[src/rtl/bdm_pkg.sv]
/*
 * bdm_pkg: shared constants and carriers of the banked data memory and
 * special function register file.
 * assumes the core issues at most one data access per instruction cycle.
 */
package bdm_pkg;
	localparam logic [6:0] ADR_IND = 7'h00;
	localparam logic [6:0] ADR_TMR = 7'h01;
	localparam logic [6:0] ADR_PCL = 7'h02;
	localparam logic [6:0] ADR_STA = 7'h03;
	localparam logic [6:0] ADR_BNK = 7'h04;
	localparam logic [6:0] ADR_PTA = 7'h05;
	localparam logic [6:0] ADR_PTB = 7'h06;
	localparam logic [6:0] ADR_PTC = 7'h07;
	localparam logic [6:0] ADR_GP_LO = 7'h08;
	localparam int RAM_WORDS = 128;
	// status bit positions
	localparam int ST_C = 0;
	localparam int ST_DC = 1;
	localparam int ST_Z = 2;
	localparam int ST_PD = 3;
	localparam int ST_TO = 4;
	localparam int ST_PG = 5;
	// select bit positions
	localparam int SL_PS = 0;
	localparam int SL_PSA = 3;
	localparam int SL_EDGE = 4;
	localparam int SL_SRC = 5;
	localparam int BK_SEL = 5;
	localparam logic [5:0] SEL_RST = 6'h3f;
	localparam logic [19:0] DIR_RST = 20'hfffff;
	localparam logic [10:0] PC_RST = 11'h7ff;
	localparam logic [7:0] BYTE_RST = 8'h00;
	localparam logic [1:0] PORT_A = 2'h0;
	localparam logic [1:0] PORT_B = 2'h1;
	localparam logic [1:0] PORT_C = 2'h2;

	typedef struct packed {
		logic rd;
		logic wr;
		logic [6:0] addr;
		logic [7:0] wdata;
	} bdm_mem_req_type;

	typedef struct packed {
		logic upd_c;
		logic upd_z;
		logic sub;
		logic [7:0] a;
		logic [7:0] b;
		logic [7:0] res;
	} bdm_alu_req_type;

	typedef enum logic [2:0] {
		PC_SEQ, PC_SCALL, PC_SJUMP, PC_LONG, PC_RET
	} bdm_pc_op_type;
endpackage

[src/rtl/bdm_sfr_file.sv]
/*
 * bdm_sfr_file: banked data memory, special function registers,
 * instruction pointer, timer count and pin ports of the microcontroller.
 * assumes the execution core runs one instruction per sys_clk_i cycle and
 * drives the request structs; watchdog internals sit outside.
 */
// Overview of operation
// - configuration mode bit picks general or advanced data memory layout.
// - general mode offers 72 byte registers, upper banks through bank selection.
// - indirect port redirects to bank pointer address; pointer zero reads zero, ignores writes.
// - prescale select has no address, written from accumulator by select op.
// - prescale select holds 3f until software first writes it.
// - three ratio bits give timer 1:2..1:256 or watchdog 1:1..1:128.
// - target bit gives prescaler to watchdog when 1, timer when 0.
// - edge polarity 1 counts falling external edges, 0 rising ones.
// - source select 1 uses external timer input, 0 the instruction cycle.
// - pin direction is write-only, own op, 1 input and 0 output.
// - after reset all pins stay inputs until direction is written.
// - instruction pointer advances each cycle; jumps, calls, returns load targets.
// - page select stays unchanged when the pointer crosses into a page.
// - short call 8-bit, short jump 9-bit plus page; long forms 11-bit.
// - timer count is read/write, counts edges or cycles, synchronised input.
// - timeout and powerdown flags change by hardware only, ignore writes.
// - reset-cause flag pairs follow watchdog, sleep and power-on events; an external reset leaves them unchanged.
// - carry shows add carry-out; subtract gives 1 when no borrow.
// - nibble carry shows low-nibble carry; subtract gives 0 on nibble borrow.
// - general direct operands are 5-bit with bank bits; low bank rows alias.
// - port reads return the pin level even for output pins.
// - bank pointer bits 6..5 encode banks 0 to 3.
`timescale 1ns/1ps

// three-stage pin synchroniser; output moves only when stages two and three agree
module bdm_pin_sync #(
	parameter int W = 1
) (
	input wire logic sys_clk_i,
	input wire logic reset_n_i,
	input wire logic [W-1:0] d_i,
	output logic [W-1:0] q_o
);
	logic [W-1:0] s1_r;
	logic [W-1:0] s2_r;
	logic [W-1:0] s3_r;
	always_ff @(posedge sys_clk_i or negedge reset_n_i) begin
		if (!reset_n_i) begin
			s1_r <= '0;
			s2_r <= '0;
			s3_r <= '0;
			q_o <= '0;
		end else begin
			s1_r <= d_i;
			s2_r <= s1_r;
			s3_r <= s2_r;
			q_o <= (s2_r & ~(s2_r ^ s3_r)) | (q_o & (s2_r ^ s3_r));
		end
	end
endmodule // bdm_pin_sync

////////////////////////////////////////////////////////////////////////////////

module bdm_sfr_file (
	input wire logic sys_clk_i,
	input wire logic reset_n_i,
	input wire logic ext_reset_n_i,
	input wire logic cfg_adv_mode_i,
	input wire bdm_pkg::bdm_mem_req_type mem_i,
	output logic [7:0] rd_data_o,
	output logic rd_valid_o,
	input wire bdm_pkg::bdm_alu_req_type alu_i,
	input wire logic [7:0] acc_i,
	input wire logic sel_wr_i,
	input wire logic dir_wr_i,
	input wire logic [1:0] dir_port_i,
	input wire bdm_pkg::bdm_pc_op_type pc_op_i,
	input wire logic [10:0] pc_operand_i,
	input wire logic [10:0] stack_top_i,
	output logic [10:0] instr_pointer_o,
	input wire logic watchdog_clear_op_i,
	input wire logic sleep_op_i,
	input wire logic watchdog_overflow_i,
	output logic [2:0] prescale_ratio_o,
	output logic prescale_target_o,
	output logic [7:0] prescale_count_o,
	input wire logic timer_ext_input_i,
	input wire logic [19:0] pin_i,
	output logic [19:0] pin_o,
	output logic [19:0] pin_oe_o
);
	logic [7:0] ram [0:bdm_pkg::RAM_WORDS-1];
	logic [21:0] sync_q;
	logic [19:0] pin_q;
	logic ext_q;
	logic ext_q_r;
	logic soft_rst;
	logic [7:0] tmr_r;
	logic [7:0] pre_r;
	logic [7:0] pre_mask;
	logic tick;
	logic tmr_inc;
	logic [7:0] status_r;
	logic to_n_r;
	logic pd_n_r;
	logic [1:0] page_r;
	logic [2:0] alu_flag_r;
	logic [7:0] bank_r;
	logic [5:0] sel_r;
	logic [19:0] dir_r;
	logic [19:0] latch_r;
	logic [10:0] pc_r;
	logic [10:0] pc_nxt;
	logic [6:0] dir_ea;
	logic [6:0] a1;
	logic [6:0] ea;
	logic ind;
	logic null_acc;
	logic ram_hit;
	logic [7:0] rd_nxt;
	logic [8:0] sum;
	logic [4:0] nsum;
	logic [7:0] bop;

	function automatic logic [6:0] alias_adr(input logic [6:0] x, input logic adv);
		alias_adr = (!adv && x[6:5] != 2'h0 && !x[4]) ? {3'h0, x[3:0]} : x;
	endfunction

	bdm_pin_sync #(.W(22)) u_sync (
		.sys_clk_i(sys_clk_i),
		.reset_n_i(reset_n_i),
		.d_i({ext_reset_n_i, timer_ext_input_i, pin_i}),
		.q_o(sync_q)
	);
	assign pin_q = sync_q[19:0];
	assign ext_q = sync_q[21];
	// the filtered level starts low, so a power-on also passes through soft reset
	assign soft_rst = !ext_q;

	////////////////////////////////////////////////////////////////////////////
	// address decode

	always_comb begin
		// general mode: 5-bit operand plus bank bits; advanced: full 7 bits
		dir_ea = cfg_adv_mode_i ? mem_i.addr : {bank_r[6:5], mem_i.addr[4:0]};
		a1 = alias_adr(dir_ea, cfg_adv_mode_i);
		ind = (a1 == bdm_pkg::ADR_IND);
		ea = ind ? alias_adr(bank_r[6:0], cfg_adv_mode_i) : a1;
		null_acc = ind && (ea == bdm_pkg::ADR_IND);
		ram_hit = (ea >= bdm_pkg::ADR_GP_LO) &&
			(!cfg_adv_mode_i || ea[4:3] != 2'h0 || ea[6:5] == 2'h0);
	end

	always_comb begin
		rd_nxt = 8'h00;
		if (null_acc) begin
			rd_nxt = 8'h00;
		end else if (ram_hit) begin
			rd_nxt = ram[ea];
		end else begin
			unique case (ea)
				bdm_pkg::ADR_TMR: rd_nxt = tmr_r;
				bdm_pkg::ADR_PCL: rd_nxt = pc_r[7:0];
				bdm_pkg::ADR_STA: rd_nxt = status_r;
				bdm_pkg::ADR_BNK: rd_nxt = bank_r;
				bdm_pkg::ADR_PTA: rd_nxt = {4'h0, pin_q[3:0]};
				bdm_pkg::ADR_PTB: rd_nxt = pin_q[11:4];
				bdm_pkg::ADR_PTC: rd_nxt = pin_q[19:12];
				default: rd_nxt = 8'h00;
			endcase
		end
	end

	always_ff @(posedge sys_clk_i or negedge reset_n_i) begin
		if (!reset_n_i) begin
			rd_data_o <= bdm_pkg::BYTE_RST;
			rd_valid_o <= 1'b0;
		end else begin
			rd_data_o <= mem_i.rd ? rd_nxt : rd_data_o;
			rd_valid_o <= mem_i.rd;
		end
	end

	// ram has no reset: contents are undefined until software writes them
	always_ff @(posedge sys_clk_i) begin
		if (mem_i.wr && ram_hit && !null_acc) begin
			ram[ea] <= mem_i.wdata;
		end
	end

	////////////////////////////////////////////////////////////////////////////
	// bank pointer, select, direction, port latches

	always_ff @(posedge sys_clk_i or negedge reset_n_i) begin
		if (!reset_n_i) begin
			bank_r <= bdm_pkg::BYTE_RST;
		end else if (soft_rst) begin
			bank_r <= bdm_pkg::BYTE_RST;
		end else if (mem_i.wr && !null_acc && !ram_hit && ea == bdm_pkg::ADR_BNK) begin
			bank_r <= mem_i.wdata;
		end
	end

	always_ff @(posedge sys_clk_i or negedge reset_n_i) begin
		if (!reset_n_i) begin
			sel_r <= bdm_pkg::SEL_RST;
		end else if (soft_rst) begin
			sel_r <= bdm_pkg::SEL_RST;
		end else if (sel_wr_i) begin
			sel_r <= acc_i[5:0];
		end
	end
	assign prescale_ratio_o = sel_r[bdm_pkg::SL_PS +: 3];
	assign prescale_target_o = sel_r[bdm_pkg::SL_PSA];

	always_ff @(posedge sys_clk_i or negedge reset_n_i) begin
		if (!reset_n_i) begin
			dir_r <= bdm_pkg::DIR_RST;
		end else if (soft_rst) begin
			dir_r <= bdm_pkg::DIR_RST;
		end else if (dir_wr_i) begin
			unique case (dir_port_i)
				bdm_pkg::PORT_A: dir_r[3:0] <= acc_i[3:0];
				bdm_pkg::PORT_B: dir_r[11:4] <= acc_i;
				bdm_pkg::PORT_C: dir_r[19:12] <= acc_i;
				default: dir_r <= dir_r;
			endcase
		end
	end
	assign pin_oe_o = ~dir_r;

	always_ff @(posedge sys_clk_i or negedge reset_n_i) begin
		if (!reset_n_i) begin
			latch_r <= '0;
		end else if (mem_i.wr && !null_acc && !ram_hit) begin
			if (ea == bdm_pkg::ADR_PTA) latch_r[3:0] <= mem_i.wdata[3:0];
			if (ea == bdm_pkg::ADR_PTB) latch_r[11:4] <= mem_i.wdata;
			if (ea == bdm_pkg::ADR_PTC) latch_r[19:12] <= mem_i.wdata;
		end
	end
	assign pin_o = latch_r;

	////////////////////////////////////////////////////////////////////////////
	// instruction pointer

	always_comb begin
		pc_nxt = pc_r + 11'h001;
		unique case (pc_op_i)
			bdm_pkg::PC_SEQ: pc_nxt = pc_r + 11'h001;
			bdm_pkg::PC_SCALL: pc_nxt = {status_r[6:5], 1'b0, pc_operand_i[7:0]};
			bdm_pkg::PC_SJUMP: pc_nxt = {status_r[6:5], pc_operand_i[8:0]};
			bdm_pkg::PC_LONG: pc_nxt = pc_operand_i;
			bdm_pkg::PC_RET: pc_nxt = stack_top_i;
			default: pc_nxt = pc_r + 11'h001;
		endcase
		if (mem_i.wr && !null_acc && !ram_hit && ea == bdm_pkg::ADR_PCL) begin
			pc_nxt = {status_r[6:5], 1'b0, mem_i.wdata};
		end
	end

	always_ff @(posedge sys_clk_i or negedge reset_n_i) begin
		if (!reset_n_i) begin
			pc_r <= bdm_pkg::PC_RST;
		end else if (soft_rst) begin
			pc_r <= bdm_pkg::PC_RST;
		end else begin
			pc_r <= pc_nxt;
		end
	end
	assign instr_pointer_o = pc_r;

	////////////////////////////////////////////////////////////////////////////
	// timer count and prescaler

	always_ff @(posedge sys_clk_i or negedge reset_n_i) begin
		if (!reset_n_i) begin
			ext_q_r <= 1'b0;
		end else begin
			ext_q_r <= sync_q[20];
		end
	end

	always_comb begin
		if (sel_r[bdm_pkg::SL_SRC]) begin
			tick = sel_r[bdm_pkg::SL_EDGE] ? (ext_q_r && !sync_q[20])
				: (!ext_q_r && sync_q[20]);
		end else begin
			tick = 1'b1;
		end
		pre_mask = 8'((9'h002 << sel_r[bdm_pkg::SL_PS +: 3]) - 9'h001);
		tmr_inc = tick && (sel_r[bdm_pkg::SL_PSA] || (pre_r & pre_mask) == pre_mask);
	end

	// the prescaler also clears on a timer write so the next period is whole
	always_ff @(posedge sys_clk_i or negedge reset_n_i) begin
		if (!reset_n_i) begin
			pre_r <= bdm_pkg::BYTE_RST;
		end else if (mem_i.wr && !null_acc && !ram_hit && ea == bdm_pkg::ADR_TMR) begin
			pre_r <= bdm_pkg::BYTE_RST;
		end else if (sel_r[bdm_pkg::SL_PSA] && watchdog_clear_op_i) begin
			pre_r <= bdm_pkg::BYTE_RST;
		end else if (!sel_r[bdm_pkg::SL_PSA] && tick) begin
			pre_r <= pre_r + 8'h01;
		end
	end
	assign prescale_count_o = pre_r;

	always_ff @(posedge sys_clk_i or negedge reset_n_i) begin
		if (!reset_n_i) begin
			tmr_r <= bdm_pkg::BYTE_RST;
		end else if (mem_i.wr && !null_acc && !ram_hit && ea == bdm_pkg::ADR_TMR) begin
			tmr_r <= mem_i.wdata;
		end else if (tmr_inc) begin
			tmr_r <= tmr_r + 8'h01;
		end
	end

	////////////////////////////////////////////////////////////////////////////
	// status: page, reset cause, alu flags

	always_comb begin
		bop = alu_i.sub ? ~alu_i.b : alu_i.b;
		sum = {1'b0, alu_i.a} + {1'b0, bop} + {8'h00, alu_i.sub};
		nsum = {1'b0, alu_i.a[3:0]} + {1'b0, bop[3:0]} + {4'h0, alu_i.sub};
	end

	// reset-cause flags survive the soft reset so software can tell the cause
	always_ff @(posedge sys_clk_i or negedge reset_n_i) begin
		if (!reset_n_i) begin
			to_n_r <= 1'b1;
			pd_n_r <= 1'b1;
		end else if (watchdog_overflow_i) begin
			to_n_r <= 1'b0;
		end else if (watchdog_clear_op_i) begin
			to_n_r <= 1'b1;
			pd_n_r <= 1'b1;
		end else if (sleep_op_i) begin
			to_n_r <= 1'b1;
			pd_n_r <= 1'b0;
		end
	end

	always_ff @(posedge sys_clk_i or negedge reset_n_i) begin
		if (!reset_n_i) begin
			page_r <= 2'h0;
		end else if (soft_rst) begin
			page_r <= 2'h0;
		end else if (mem_i.wr && !null_acc && !ram_hit && ea == bdm_pkg::ADR_STA) begin
			page_r <= mem_i.wdata[6:5];
		end
	end

	// alu update is applied after a software write, so the instruction's flags win
	always_ff @(posedge sys_clk_i or negedge reset_n_i) begin
		if (!reset_n_i) begin
			alu_flag_r <= 3'h0;
		end else begin
			if (mem_i.wr && !null_acc && !ram_hit && ea == bdm_pkg::ADR_STA) begin
				alu_flag_r <= mem_i.wdata[2:0];
			end
			if (alu_i.upd_c) begin
				alu_flag_r[bdm_pkg::ST_C] <= sum[8];
				alu_flag_r[bdm_pkg::ST_DC] <= nsum[4];
			end
			if (alu_i.upd_z) begin
				alu_flag_r[bdm_pkg::ST_Z] <= (alu_i.res == 8'h00);
			end
		end
	end
	// bit 7 is unimplemented and reads 0
	assign status_r = {1'b0, page_r, to_n_r, pd_n_r, alu_flag_r};
endmodule // bdm_sfr_file

[config.mk]
export PLATFORM = sky130hd
export DESIGN_NAME = bdm_sfr_file
export DESIGN_NICKNAME = d
export VERILOG_FILES = /design/src/rtl/bdm_pkg.sv /design/src/rtl/bdm_sfr_file.sv
export SDC_FILE = /design/constraint.sdc
export NUM_CORES = 1
export LEC_CHECK = 0
export BUFFER_PORTS_ARGS = -buffer_cell sky130_fd_sc_hd__buf_2
export CORE_MARGIN = 1.5
export CORE_UTILIZATION = 45
export CTS_CLUSTER_DIAMETER = 120
export DETAILED_ROUTE_END_ITERATION = 12
export SETUP_SLACK_MARGIN = 0.15
export SYNTH_ARGS = -nofsm -noshare
export SYNTH_HDL_FRONTEND = slang
export SYNTH_SLANG_ARGS = --single-unit
[constraint.sdc]
create_clock -name sys_clk_i -period 2.8 [get_ports sys_clk_i]
set_input_delay 0.42 -clock sys_clk_i [delete_from_list [all_inputs] [get_ports sys_clk_i]]
set_output_delay 0.42 -clock sys_clk_i [all_outputs]
set_load 0.02 [all_outputs]
==> metrics.csv <==
stage,metric,value,unit
sta,grt_setup_unrepaired,yes,
die,rows,120,
power,leakage,24.37,nW
sta,setup_viol,8,
die,core_area,107400,sq um
synthesis,yosysSeqAreaShare,72.64,%
die,dieArea,110400,sq um
clock_network,clock_path_buffers,3,
synthesis,netlist_area,48810,sq um
detailed_routing,drtPass1Iterations,9,
final_layout,drive_gt1_share,28.56,%
synthesis,syn_area_per_cell,13.74,sq um
global_route,busiest_layer,met2,
synthesis,yosysTopAreaCell,edfxtp_1,
run_status,status,"complete, but fails checks",
synthesis,synth_cell_types,85,
power,power_frac_comb,9.5,%
detailed_routing,antenna_left,0,
synthesis,synth_edf_count,1024,
clock_network,cts_root_buf,clkbuf_16,
synthesis,yosys_warnings,0,
worst_setup_path,path_max_fanout,7,
worst_setup_path,worstPathCellList,nor3b_4 -> buf_6 -> a31oi_4 -> buf_6 -> nor2_4 -> buf_12 -> buf_6 -> a32oi_2 -> a31oi_2 -> or4_4 -> a2111oi_4 -> buf_4 -> nand2_2 -> o31ai_2,
placed_design,port_buffers,180,
worst_setup_path,slowest_stage,or4_4,
clock_network,cts_sinks,1210,
final_layout,final_common_cell,edfxtp_1,
detailed_routing,routed_via_density,5.583,
global_route,use_met3,3.853,%
global_route,grt_pass1_vias,32527,
power,pwr-share-clk,40.4,%
power,peakVddDrop,0.0005604,V
global_route,track_usage,26.49,%
synthesis,synth_top_area_share,63.00,%
sta,fin_tns_setup,-1454,ps
run_status,violations,setup timing,
sta,worstMarginPinSlew,1082,ps
synthesis,yosys-top-cells-area,"edfxtp_1 63%, dfrtp_1 7.5%, nand2_1 6.2%",
worst_setup_path,critPathLaunchType,flip-flop,
global_route,grt_max_degree,87,
die,fp.dieW,332.3,microns
power,p_seq_share,50.2,%
synthesis,syn_inst,3551,
clock_network,htreeDepth,3,
global_route,use_met2,43.75,%
synthesis,async_flop_share,15.37,%
final_layout,finalInstanceArea,64300,sq um
die,io-pin-count,181,
sta,slew_headroom,27.84,%
clock_network,insertion_delay,730,ps
die,initial_utilization,45.46,%
final_layout,diodes,0,
clock_network,cts_tree,yes,
power,p_int,31.41,mW
sta,fin_crit_sh,110.8,%
power,powerDensity,636.1,nW/um^2
final_layout,syn_to_final_growth,31.74,%
sta,slew_violations,0,
detailed_routing,wl,150500,microns
detailed_routing,via_count,34066,
die,die_y,332.3,microns
final_layout,layout_common_cells,"1,024 x edfxtp_1, 791 x nand2_1, 479 x buf_4",
synthesis,synth_seq_cells,1210,
placed_design,dpl-instance-area,57910,sq um
worst_setup_path,cp-end-kind,flip-flop,
worst_setup_path,criticalPathCategory,flip-flop to flip-flop,
placed_design,gp_congestion,0.9430,
placed_design,pre_cts_slack,-823.9,ps
sta,fmax,322.4,MHz
sta,fin_ws,-302.1,ps
synthesis,synth_flop_cell,edfxtp_1,
clock_network,path_clk_slew,60,ps
clock_network,numCtsBuffers,121,
worst_setup_path,cpMostUsedCell,buf_6,
power,sw_frac_of_total,23.21,%
job,drv_cap,0,
global_route,antenna_found_initial,2,
worst_setup_path,required,3450,ps
global_route,grt_remaining_overflow,0,
sta,finalHoldViolations,0,
global_route,grt_pass1_wl,216100,microns
worst_setup_path,critPathArrivalTime,3750,ps
detailed_routing,first_iter_violations,3416,
detailed_routing,drc,0,
detailed_routing,wire_per_inst,24.67,microns
power,p_sw,9.494,mW
sta,fin_crit,3102,ps
final_layout,nNetsFinal,4717,
worst_setup_path,worst_path_largest_cell_delay,580,ps
power,totalPowerFinal,40.90,mW
placed_design,place_hpwl,100400,microns
hold_path,worstHoldPathType,input port to flip-flop,
global_route,use_met1,36.36,%
sta,clock-skew-final,34.58,ps
sta,hold-worst-slack,44.00,ps
-- routing by layer --
layer | part of all wire, % | routed length (microns)
met1 | 41 | 61190
met2 | 48 | 72610
met3 | 7.5 | 11250
met4 | 3.6 | 5486
met5 | 0 | 0
-- final timing paths --
kind / endpoint / from / cells past startpoint / slack [ps]
max: rd_data_o[6] / bank_r[1] / 14 / -300
min: alu_flag_r[2] / alu_i[2] / 4 / 40
max reg2reg: rd_data_o[6] / bank_r[1] / 14 / -300
max in group asynchronous: pin_o[11] / reset_n_i / 3 / 1790
min reg2reg: u_sync.s2_r[4] / u_sync.s1_r[4] / 0 / 350
min in group asynchronous: u_sync.s2_r[1] / reset_n_i / 2 / 250
-- registers in the layout, indices dropped and copies added (netlist names), 11 cells and up, named ones only --
name	cells
u_sync.s1_r	22
pin_o	20
dir_r	20
u_sync.s2_r	22
ram	1024
u_sync.s3_r	22
instr_pointer_o	11
-- critical path: cells and delay by family (launching register included) --
family                 cells  cell delay (ps)
AO/OA/AOI/OAI              5             1040
AND/OR/NAND/NOR            4              840
buffers and inverters      5              760
flip-flops                 1              390
-- Yosys cell counts (20+ instances only) --
cell      instances
a21oi_1         135
a22oi_1          24
a311oi_1         24
a31oi_1          64
a32oi_1          24
and3_1           51
buf_2            82
clkbuf_1         85
dfrtp_1         147
dfstp_2          39
edfxtp_1       1024
inv_1            30
maj3_1           22
mux2_2           25
mux2i_1         100
mux4_2           47
nand2_1         804
nand3_1         229
nor2_1          171
nor4_1           20
o211ai_1         32
o21ai_0          60
-- power groups by stage --
| stage | logic (mW) | clock network (mW) | registers [mW] |
|---|---|---|---|
| 3_5_place_dp | 3.46 | 0 | 20.9 |
| 5_1_grt | 4.11 | 17.4 | 20.6 |
| 3_3_place_gp | 3.42 | 0 | 20.9 |
| 2_1_floorplan | 1.63 | 0 | 20.8 |
| 4_1_cts | 3.61 | 16.7 | 20.5 |
| 6_report | 3.87 | 16.5 | 20.5 |
-- through the flow --
stage | std cells | util, %
after floorplan | 3806 | -
after global placement | 5749 | 53.94
after detailed placement | 5749 | 53.94
after CTS | 6028 | 58.55
after global routing | 6102 | 59.89
final | 6102 | 59.89
-- timing repair --
item,4_1_cts,5_1_grt
hold buffers,39,0
endpoints found under the setup margin,777,412
setup buffers,12,65
gates resized for setup,52,155
endpoints found under the hold margin,91,0
gates cloned,4,11
pin swaps,11,60
-- final cells by class --
class,count,area (sq um)
Multi-Input combinational cell,2360,14530
Clock inverter,72,785.8
Fill cell,8334,43060
Inverter,30,112.6
Sequential cell,1210,35450
Clock buffer,152,3289
Tap cell,1403,1755
Timing Repair Buffer,875,8377
-- cell families after synthesis --
family	after synthesis	share of synthesized area [%]
AO/OA/AOI/OAI	497	6.840
XOR/XNOR	31	0.5563
adder cells (fa/ha/maj)	32	0.7076
buffers and inverters	237	2.343
flip-flops	1210	72.64
multiplexers	172	4.797
other	1	0.007684
AND/OR/NAND/NOR	1371	12.11
Note: power is estimated with default switching activity, not from simulation.
